### config.mk
export PLATFORM = sky130hd
export DESIGN_NAME = flash_cmd_addr_regs
export DESIGN_NICKNAME = d
export VERILOG_FILES = /design/src/core/flash_cmd_pkg.sv /design/src/core/flash_cmd_addr_regs.sv /design/src/core/cmd_decoder.sv /design/src/core/sector_walker.sv
export VERILOG_INCLUDE_DIRS = /design/src /design/src/core
export SDC_FILE = /design/constraint.sdc
export NUM_CORES = 1
export LEC_CHECK = 0
export BUFFER_PORTS_ARGS = -buffer_cell sky130_fd_sc_hd__buf_2
export CAP_MARGIN = 20
export CELL_PAD_IN_SITES_DETAIL_PLACEMENT = 0
export CELL_PAD_IN_SITES_GLOBAL_PLACEMENT = 1
export CORE_MARGIN = 3
export CORE_UTILIZATION = 41
export DETAILED_ROUTE_END_ITERATION = 12
export GPL_TIMING_DRIVEN = 0
export PLACE_DENSITY = 0.89
export RECOVER_POWER = 100
export REMOVE_ABC_BUFFERS = 1
export SYNTH_ARGS = -nofsm -noshare
export SYNTH_HDL_FRONTEND = slang
export SYNTH_SLANG_ARGS = --single-unit
### constraint.sdc
create_clock -name ref_clk -period 5.6 [get_ports ref_clk]
set_clock_uncertainty 0.2 [all_clocks]
set_input_delay 0.84 -clock ref_clk [delete_from_list [all_inputs] [get_ports ref_clk]]
set_output_delay 0.84 -clock ref_clk [all_outputs]
set_load 0.03 [all_outputs]
### src/core/flash_cmd_consts.svh
// Register offsets, field positions, reset values and timing counts of the command block
`ifndef FLASH_CMD_CONSTS_SVH
`define FLASH_CMD_CONSTS_SVH

// Register indices (word index; byte address is four times the index)
`define REG_START_ADDR_SLOT_IDX 16'hf106
`define REG_START_PAGE_SECTOR_IDX 16'hf107
`define REG_BUFFER_START_SELECT_IDX 16'hf200
`define REG_COMMAND_CODE_IDX 16'hf220
`define REG_IRQ_STATUS_IDX 16'hf241
`define REG_SYS_CONFIG_IDX 16'hf221
`define REG_OP_CONTROL_IDX 16'hf300
`define REG_OP_STATUS_IDX 16'hf301

// Field positions
`define FLD_SECTOR_LSB 0
`define FLD_PAGE_LSB 2
`define FLD_BSC_LSB 0
`define FLD_BSA_LSB 8
`define FLD_IRQ_READY_BIT 15
`define FLD_INT_POL_BIT 6
`define FLD_OUT_EN_BIT 5
`define FLD_AUTO_MODE_BIT 0

// Reset values
`define RST_START_PAGE_SECTOR 16'h0000
`define RST_BUFFER_START_SELECT 16'h0000
`define RST_COMMAND_CODE 16'h0000
`define RST_SYS_CONFIG 16'h0040
`define RST_OP_CONTROL 16'h0001

// Command codes
`define CMD_LOAD_MAIN 16'h0000
`define CMD_LOAD_SPARE 16'h0013
`define CMD_PROG_MAIN 16'h0080
`define CMD_PROG_SPARE 16'h001a
`define CMD_COPY_BACK 16'h001b
`define CMD_UNLOCK_ONE 16'h0023
`define CMD_LOCK_ONE 16'h002a
`define CMD_LOCK_TIGHT 16'h002c
`define CMD_UNLOCK_ALL 16'h0027
`define CMD_CACHE_START 16'h000e
`define CMD_CACHE_FINISH 16'h000c
`define CMD_BURST_BLOCK 16'h000a
`define CMD_CORE_RESET 16'h00f0
`define CMD_HOT_RESET 16'h00f3

// Timing: emulated array time per sector and per operation
`define SECTOR_TIME_NS 100
`define OP_TIME_NS 200
`define SECTOR_CYCLES ((`SECTOR_TIME_NS + 9) / 10)
`define OP_CYCLES ((`OP_TIME_NS + 9) / 10)

`endif

### src/core/flash_cmd_pkg.sv
// Types shared by the command block files
`default_nettype none
package flash_cmd_pkg;
  typedef enum logic [2:0] {
    st_idle = 3'b000,
    st_sector = 3'b001,
    st_wait = 3'b010,
    st_reset = 3'b011,
    st_done = 3'b100
  } op_state_t;

  typedef enum logic [2:0] {
    op_none = 3'b000,
    op_transfer = 3'b001,
    op_lock = 3'b010,
    op_read = 3'b011,
    op_reset = 3'b100,
    op_unknown = 3'b101
  } op_class_t;

  typedef struct packed {
    logic [1:0] boot_data;
    logic data_bank;
    logic [1:0] sector;
  } buf_sel_t;

  typedef struct packed {
    logic [31:0] adr;
    logic [31:0] dat;
    logic [3:0] sel;
    logic we;
    logic cyc;
    logic stb;
  } wb_req_t;

  typedef struct packed {
    logic [31:0] dat;
    logic ack;
    logic err;
  } wb_rsp_t;
endpackage
`default_nettype wire

### src/core/flash_cmd_addr_regs.sv
// Command and start-address registers with busy/ready tracking
//
// Functional notes
// - Start address holds 6-bit page and 2-bit sector, both reset zero.
// - Sector count gives sectors to move; 00 (reset) means four.
// - Buffer sector index steps, low two bits wrap 11 to 00.
// - Select bit3 boot/data, bit2 data bank, bits1:0 sector.
// - Auto mode: command at ready clears flag; completion sets it.
// - While busy only core reset and hot reset are accepted.
// - 0000h loads main sectors, 0013h loads spare sectors.
// - 0080h programs main+spare, 001Ah spare, 001Bh copy-back.
// - Unlock one, lock one, lock-tight one, unlock all commands.
// - 000Eh cache read start, 000Ch finish, 000Ah burst block read.
// - 00F0h resets core; 00F3h returns all registers to default except the status sector field, which loads the old start select.
// - With polarity bit 6 set (reset), interrupt pin low while busy, high when ready, by flag.
// - Interrupt and ready pins stay undriven until enable bit set.
//
// Local design decision: the Wishbone register port.
`default_nettype none
`include "flash_cmd_consts.svh"
module flash_cmd_addr_regs
  import flash_cmd_pkg::*;
(
  // Clocking
  input wire logic ref_clk,
  input wire logic reset,
  input wire logic clk_en,
  // Wishbone slave
  input wire logic [31:0] wb_adr_i,
  input wire logic [31:0] wb_dat_i,
  input wire logic [3:0] wb_sel_i,
  input wire logic wb_we_i,
  input wire logic wb_cyc_i,
  input wire logic wb_stb_i,
  output logic [31:0] wb_dat_o,
  output logic wb_ack_o,
  // Pins
  output logic irq_pin_o,
  output logic irq_pin_oe,
  output logic rdy_pin_o,
  output logic rdy_pin_oe,
  // Buffer sector being moved
  output logic [3:0] buf_sector_o,
  output logic buf_sector_valid_o
);
  // ==========================================================
  // Bus decode
  wire [31:0] byte_adr = wb_adr_i;
  wire [29:0] widx = byte_adr[31:2];
  wire hit_sps = (widx == 30'(`REG_START_PAGE_SECTOR_IDX));
  wire hit_bss = (widx == 30'(`REG_BUFFER_START_SELECT_IDX));
  wire hit_cmd = (widx == 30'(`REG_COMMAND_CODE_IDX));
  wire hit_irq = (widx == 30'(`REG_IRQ_STATUS_IDX));
  wire hit_cfg = (widx == 30'(`REG_SYS_CONFIG_IDX));
  wire hit_ctl = (widx == 30'(`REG_OP_CONTROL_IDX));
  wire hit_sts = (widx == 30'(`REG_OP_STATUS_IDX));
  wire hit_rsv = (widx == 30'(`REG_START_ADDR_SLOT_IDX));
  wire req = wb_cyc_i && wb_stb_i && !wb_ack_o && clk_en;
  wire wr = req && wb_we_i;
  wire lo_lane = wb_sel_i[0];
  wire hi_lane = wb_sel_i[1];

  logic [15:0] sps_ff;
  logic [15:0] bss_ff;
  logic [15:0] cmd_ff;
  logic [15:0] cfg_ff;
  logic [15:0] ctl_ff;
  logic ready_ff;
  op_state_t state_ff;
  logic [2:0] left_ff;
  logic [7:0] tick_ff;
  logic sector_valid_ff;

  function automatic logic [15:0] merge(input logic [15:0] old, input logic [31:0] d,
    input logic lo, input logic hi);
    merge = {hi ? d[15:8] : old[15:8], lo ? d[7:0] : old[7:0]};
  endfunction

  // ==========================================================
  // Command acceptance
  op_class_t cls;
  logic is_hot;
  cmd_decoder u_dec
  (
    .code(merge(cmd_ff, wb_dat_i, lo_lane, hi_lane)),
    .op_class(cls),
    .hot(is_hot)
  );
  wire busy = (state_ff != st_idle);
  wire cmd_wr = wr && hit_cmd;
  wire auto_mode = ctl_ff[`FLD_AUTO_MODE_BIT];
  wire cmd_ok = cmd_wr && (!busy || cls == op_reset);
  wire hot_go = cmd_ok && is_hot;
  wire [2:0] bsc_sectors = (bss_ff[1:0] == 2'h0) ? 3'h4 : {1'b0, bss_ff[1:0]};
  wire done = (state_ff == st_done);

  // ==========================================================
  // Register writes
  wire [15:0] nxt_sps = merge(sps_ff, wb_dat_i, lo_lane, hi_lane) & 16'h00ff;
  wire [15:0] nxt_bss = merge(bss_ff, wb_dat_i, lo_lane, hi_lane) & 16'h0f03;
  wire [15:0] nxt_cfg = merge(cfg_ff, wb_dat_i, lo_lane, hi_lane) & 16'h0060;
  wire [15:0] nxt_ctl = merge(ctl_ff, wb_dat_i, lo_lane, hi_lane) & 16'h0001;
  always_ff @(posedge ref_clk)
  begin
    if (reset || (clk_en && hot_go))
    begin
      sps_ff <= `RST_START_PAGE_SECTOR;
      bss_ff <= `RST_BUFFER_START_SELECT;
      cmd_ff <= `RST_COMMAND_CODE;
      cfg_ff <= `RST_SYS_CONFIG;
      ctl_ff <= `RST_OP_CONTROL;
    end
    else if (clk_en)
    begin
      if (wr && hit_sps)
        sps_ff <= nxt_sps;
      if (wr && hit_bss)
        bss_ff <= nxt_bss;
      if (cmd_ok)
        cmd_ff <= merge(cmd_ff, wb_dat_i, lo_lane, hi_lane);
      if (wr && hit_cfg)
        cfg_ff <= nxt_cfg;
      if (wr && hit_ctl)
        ctl_ff <= nxt_ctl;
    end
  end

  // ==========================================================
  // Completion flag: completion wins over a manual clear in the same cycle
  wire man_clr = wr && hit_irq && lo_lane == 1'b0 && hi_lane && !wb_dat_i[`FLD_IRQ_READY_BIT];
  always_ff @(posedge ref_clk)
  begin
    if (reset)
      ready_ff <= 1'b1;
    else if (clk_en)
    begin
      if (done)
        ready_ff <= 1'b1;
      else if (cmd_ok && auto_mode && ready_ff)
        ready_ff <= 1'b0;
      else if (man_clr)
        ready_ff <= 1'b0;
    end
  end

  // ==========================================================
  // Operation sequencer
  sector_walker u_walk
  (
    .ref_clk(ref_clk),
    .reset(reset),
    .clk_en(clk_en),
    .load(cmd_ok),
    .start_sel(bss_ff[11:8]),
    .step((state_ff == st_sector) && tick_ff == 8'h0 && left_ff != 3'h1),
    .cur_sel_ff(buf_sector_o)
  );
  always_ff @(posedge ref_clk)
  begin
    if (reset)
    begin
      state_ff <= st_idle;
      left_ff <= 3'h0;
      tick_ff <= 8'h0;
      sector_valid_ff <= 1'b0;
    end
    else if (clk_en)
    begin
      if (cmd_ok && cls == op_reset)
      begin
        state_ff <= st_reset;
        tick_ff <= 8'(`OP_CYCLES - 1);
        sector_valid_ff <= 1'b0;
      end
      else if (cmd_ok)
      begin
        sector_valid_ff <= (cls == op_transfer);
        left_ff <= bsc_sectors;
        tick_ff <= (cls == op_transfer) ? 8'(`SECTOR_CYCLES - 1) : 8'(`OP_CYCLES - 1);
        state_ff <= (cls == op_transfer) ? st_sector : st_wait;
      end
      else
      begin
        case (state_ff)
          st_sector:
          begin
            if (tick_ff != 8'h0)
              tick_ff <= tick_ff - 8'h1;
            else if (left_ff == 3'h1)
            begin
              state_ff <= st_done;
              sector_valid_ff <= 1'b0;
            end
            else
            begin
              left_ff <= left_ff - 3'h1;
              tick_ff <= 8'(`SECTOR_CYCLES - 1);
            end
          end
          st_wait, st_reset:
          begin
            if (tick_ff != 8'h0)
              tick_ff <= tick_ff - 8'h1;
            else
              state_ff <= st_done;
          end
          st_done:
            state_ff <= st_idle;
          default:
            state_ff <= st_idle;
        endcase
      end
    end
  end

  // ==========================================================
  // Pins, registered; both held undriven until the enable bit is set
  wire out_en = cfg_ff[`FLD_OUT_EN_BIT];
  wire int_lvl = cfg_ff[`FLD_INT_POL_BIT] ? ready_ff : !ready_ff;
  always_ff @(posedge ref_clk)
  begin
    if (reset)
    begin
      irq_pin_o <= 1'b0;
      irq_pin_oe <= 1'b0;
      rdy_pin_o <= 1'b0;
      rdy_pin_oe <= 1'b0;
      buf_sector_valid_o <= 1'b0;
    end
    else if (clk_en)
    begin
      irq_pin_o <= int_lvl;
      irq_pin_oe <= out_en;
      rdy_pin_o <= !busy;
      rdy_pin_oe <= out_en;
      buf_sector_valid_o <= sector_valid_ff;
    end
  end

  // ==========================================================
  // Read mux and acknowledge; unmapped reads return zero
  buf_sel_t cur_sel;
  assign cur_sel = {1'b0, buf_sector_o};
  wire [15:0] irq_val = {ready_ff, 15'h0};
  wire [15:0] sts_val = {8'h0, cur_sel.boot_data[0], cur_sel.data_bank, cur_sel.sector,
    1'b0, state_ff};
  wire [15:0] rd_val = hit_sps ? sps_ff : hit_bss ? bss_ff : hit_cmd ? cmd_ff :
    hit_irq ? irq_val : hit_cfg ? cfg_ff : hit_ctl ? ctl_ff : hit_sts ? sts_val :
    hit_rsv ? 16'h0000 : 16'h0000;
  always_ff @(posedge ref_clk)
  begin
    if (reset)
    begin
      wb_ack_o <= 1'b0;
      wb_dat_o <= 32'h0;
    end
    else if (clk_en)
    begin
      wb_ack_o <= req;
      wb_dat_o <= req ? {16'h0, rd_val} : 32'h0;
    end
  end
endmodule
`default_nettype wire

### src/core/cmd_decoder.sv
// Command code classifier
`default_nettype none
`include "flash_cmd_consts.svh"
module cmd_decoder
  import flash_cmd_pkg::*;
(
  // Command in
  input wire logic [15:0] code,
  // Class out
  output op_class_t op_class,
  output logic hot
);
  wire is_xfer = (code == `CMD_LOAD_MAIN) || (code == `CMD_LOAD_SPARE)
    || (code == `CMD_PROG_MAIN) || (code == `CMD_PROG_SPARE)
    || (code == `CMD_COPY_BACK);
  wire is_lock = (code == `CMD_UNLOCK_ONE) || (code == `CMD_LOCK_ONE)
    || (code == `CMD_LOCK_TIGHT) || (code == `CMD_UNLOCK_ALL);
  wire is_read = (code == `CMD_CACHE_START) || (code == `CMD_CACHE_FINISH)
    || (code == `CMD_BURST_BLOCK);
  wire is_rst = (code == `CMD_CORE_RESET) || (code == `CMD_HOT_RESET);
  assign hot = (code == `CMD_HOT_RESET);
  assign op_class = is_xfer ? op_transfer : is_lock ? op_lock : is_read ? op_read :
    is_rst ? op_reset : op_unknown;
endmodule
`default_nettype wire

### src/core/sector_walker.sv
// Buffer sector index stepper with wrap inside the chosen buffer
`default_nettype none
module sector_walker
(
  // Clocking
  input wire logic ref_clk,
  input wire logic reset,
  input wire logic clk_en,
  // Control
  input wire logic load,
  input wire logic [3:0] start_sel,
  input wire logic step,
  // State
  output logic [3:0] cur_sel_ff
);
  wire [1:0] nxt_low = cur_sel_ff[1:0] + 2'h1;
  always_ff @(posedge ref_clk)
  begin
    if (reset)
      cur_sel_ff <= 4'h0;
    else if (clk_en && load)
      cur_sel_ff <= start_sel;
    else if (clk_en && step)
      cur_sel_ff <= {cur_sel_ff[3:2], nxt_low};
  end
endmodule
`default_nettype wire

==> key figures <==
Run status
  – Status: finished with violations
  – Failing checks: max-capacitance violations, max-slew violations

Finish
  – Layout cells sized above 1: 14.5%
  – Ant diodes: 0
  – Fillers: 913
  – NumNets Final: 618
  – Area grow syn2layout: 15.0%
  – Most common cell after layout, fill and taps aside: dfxtp_1
  – Post-route cell area: 0.00458 sq mm
  – Leading cell types in the layout, fill and taps excluded: dfxtp_1, nor2_1, buf_2

Timing
  – Final setup viols: 0
  – Post-layout minimum cycle time: 4.54 ns
  – Final TNS setup: 0 ns
  – Relative slew slack: -91.7%
  – RSZ-0062 raised after global routing: no
  – Max Freq: 0.220 GHz
  – Tcrit/Tclk final: 81.1%
  – Max Slew Vio Count: 63
  – Final Hold Viols: 0
  – Worst slew pin tran: 2.85 ns

Critical path
  – Crit path max fanout: 16
  – CP Cell Sequence: buf_2 > nor4_1 > nand4_1 > nor4_1 > a222oi_1 > a21boi_0 > a21o_1
  – Largest stage delay, worst path: 2.27 ns
  – Worst path required time: 5.71 ns
  – CP arrival: 4.65 ns
  – CP Launch Type: input port
  – Crit path kind: in -> reg
  – Most common cell on crit path: nor4_1
  – CP max-delay cell: nor4_1
  – CP Capture Type: flop

Clock network
  – Cts repair resizes: 0
  – # H-tree levels: 3
  – Worst-Skew Late Latency: 0.36 ns
  – CTS Buf Count: 9
  – Max Root-Sink Buffers: 2
  – Root buffer cell: clkbuf_8
  – Sink Count: 74
  – Cts hold-fix bufs: 0
  – Clock-pin slew of the registers on the worst-case setup and hold paths: 0.08 ns
  – Post-CTS Setup Bufs: 0
  – CTS tree: yes

Placement
  – Gpl congestion: 0.885
  – Post-DP HPWL: 8070 um
  – IO Port Bufs: 79
  – Post-place instance area: 0.00438 sq mm

Floorplan
  – Die span in x: 105 um
  – Row cnt: 35
  – Starting Density: 42.7%
  – Die H: 105 um
  – Core area: 0.00933 sq mm
  – Die ar.: 0.0109 sq mm
  – IO Pins: 116

Global route
  – Initial antenna violation count: 0
  – Total track usage: 20.0%
  – Vias in the first global route: 3,530
  – Grt total ovfl: 0
  – Pin count of the biggest net entering global routing: 32
  – Global-route wire length before repair: 17,800 um

Power and ir drop
  – Gate power share: 11.0%
  – Sw Pwr: 299 uW
  – Clock share of power: 45.1%
  – Power density over the cells: 268 mW/mm^2
  – Pint: 929 uW
  – Switching portion of total power: 24.3%
  – Reg power frac: 43.8%
  – Maximum vdd drop: 0.000128 V
  – Static leakage: 1.84 nW

Route
  – Antenna-violating nets left: 0
  – Routed Wire Length: 11,100 um
  – DRT iter0 DRCs: 247
  – DR vias/cell: 5.63
  – Vias: 3,792
  – DRC Markers: 0
  – Wire length per cell: 16.5 um
  – Pre-antenna DRT Iters: 6

Flow run
  – Max Cap Viol: 3

Yosys
  – Cell area after synthesis: 0.00398 sq mm
  – Synth Area in Simple Gates: 25.9%
  – Main combinational cell family by area after synthesis: simple AND/OR/NAND/NOR gates
  – Multiplexer area fraction after synthesis: 9.58%
  – Yosys reg bits: 74
  – Post-synthesis xor/xnor area fraction: 0.440%
  – Seq/Total Area, Yosys: 37.2%
  – Synth Flop Type: dfxtp_1
  – Post-Synth Adder-Cell Area: 1.26%
  – Syn Area/Cell: 8.39 sq um
  – Compound-Gate Fraction of Synth Area: 18.1%
  – Synth Warn #: 0
  – Mapped Cells: 475
  – Synth cell types: 62
  – Post-synth EDFFs: 0
  – Ys async rst share: 0%

Min path
  – Tightest Hold Check Type: reg -> reg
-- power by group through the flow --
stage	combinational, mW	sequential [mW]	clock, mW
floorplan	0.0758	0.552	0
global placement	0.131	0.550	0
detailed placement	0.136	0.550	0
CTS	0.137	0.538	0.565
global route	0.149	0.539	0.582
finish	0.135	0.538	0.554
-- cell families after synthesis --
kind of cell / after synthesis
fa+ha+maj: 4
buf+inv: 53
simple gates: 197
other cells: 1
mux: 38
flops: 74
xor+xnor: 2
compound gates: 106
-- layout make-up --
class                   instances  area [sq um]  share of cell area (%)
clock buffers                  11           141                    3.09
clock inverters                 5           125                    2.73
inverters                      12          45.0                   0.983
multi-input cells             363          2240                    48.9
flip-flops and latches         74          1480                    32.3
well taps                     129           161                    3.52
repair buffers                 80           387                    8.44
-- sequential cells by signal (all words and copies together), names as in the netlist, 2 cells and up --
register           count
cmd_ff                16
wb_dat_o              16
sps_ff                 8
tick_ff                8
bss_ff                 6
u_walk.cur_sel_ff      4
left_ff                3
state_ff               3
cfg_ff                 2
-- worst max-delay path, delay by kind of cell --
kind	cells	cell delay (ns)
compound gates	3	0.95
buf+inv	1	0.11
simple gates	3	2.75
-- per-stage QoR --
stage	util, %	cells	worst slack, ns	power [mW]	hold WS, ns
after floorplan	-	449	2.31	0.627	0.243
final	49.1	674	1.06	1.23	0.259
after CTS	49.8	674	1.85	1.24	0.258
after detailed placement	47.0	658	1.45	0.686	0.239
after global placement	46.6	657	1.02	0.681	0.229
after global routing	49.1	674	0.794	1.27	0.277
-- cells in the mapped netlist (2+ instances only) --
library cell,instances,area [sq um]
nor3b_1,4,30.0
and4_1,2,17.5
nor4_1,10,62.6
nor4_2,5,62.6
nand4_1,9,56.3
o31ai_1,2,15.0
buf_1,4,15.0
a21oi_1,29,145
clkbuf_1,6,22.5
a31oi_1,4,25.0
a22oi_1,9,67.6
dfxtp_1,74,1480
inv_1,12,45.0
xor2_1,2,17.5
a211oi_1,3,22.5
nor4b_1,5,43.8
ha_1,4,50.1
and2_1,5,31.3
nand4b_1,5,43.8
nand2b_1,5,31.3
and3_1,7,43.8
o21ai_2,2,17.5
a222oi_1,4,40.0
and3b_1,2,17.5
nand2_1,40,150
a32o_1,3,30.0
a22o_1,5,43.8
nor3_1,13,65.1
o21ai_0,19,95.1
o21ai_1,6,30.0
mux2i_1,37,370
o41ai_1,2,17.5
nor2b_1,5,31.3
nand3_1,10,50.1
buf_2,12,60.1
buf_4,17,128
nand2_2,4,25.0
o32ai_1,3,26.3
a21o_1,2,15.0
nor2_1,61,229
-- worst paths after layout --
kind                       end    startpoint  depth (start not counted)  slack [ns]
setup / recovery   wb_dat_o[6]   wb_adr_i[6]                          7        1.06
hold / removal    wb_dat_o[10]  wb_dat_o[10]                          2        0.26
hold reg to reg   wb_dat_o[10]  wb_dat_o[10]                          2        0.26
setup reg to reg     sps_ff[0]     cmd_ff[9]                          7        1.67
-- metal layers --
metal	global-route usage (%)	routed length, um	up-vias
met4	6.28	114	0
met1	26.4	4980	1801
li1	-	-	1835
met2	32.3	5200	148
met5	0	0	-
met3	4.88	812	8
No activity file was read; power rests on OpenSTA's default activity.
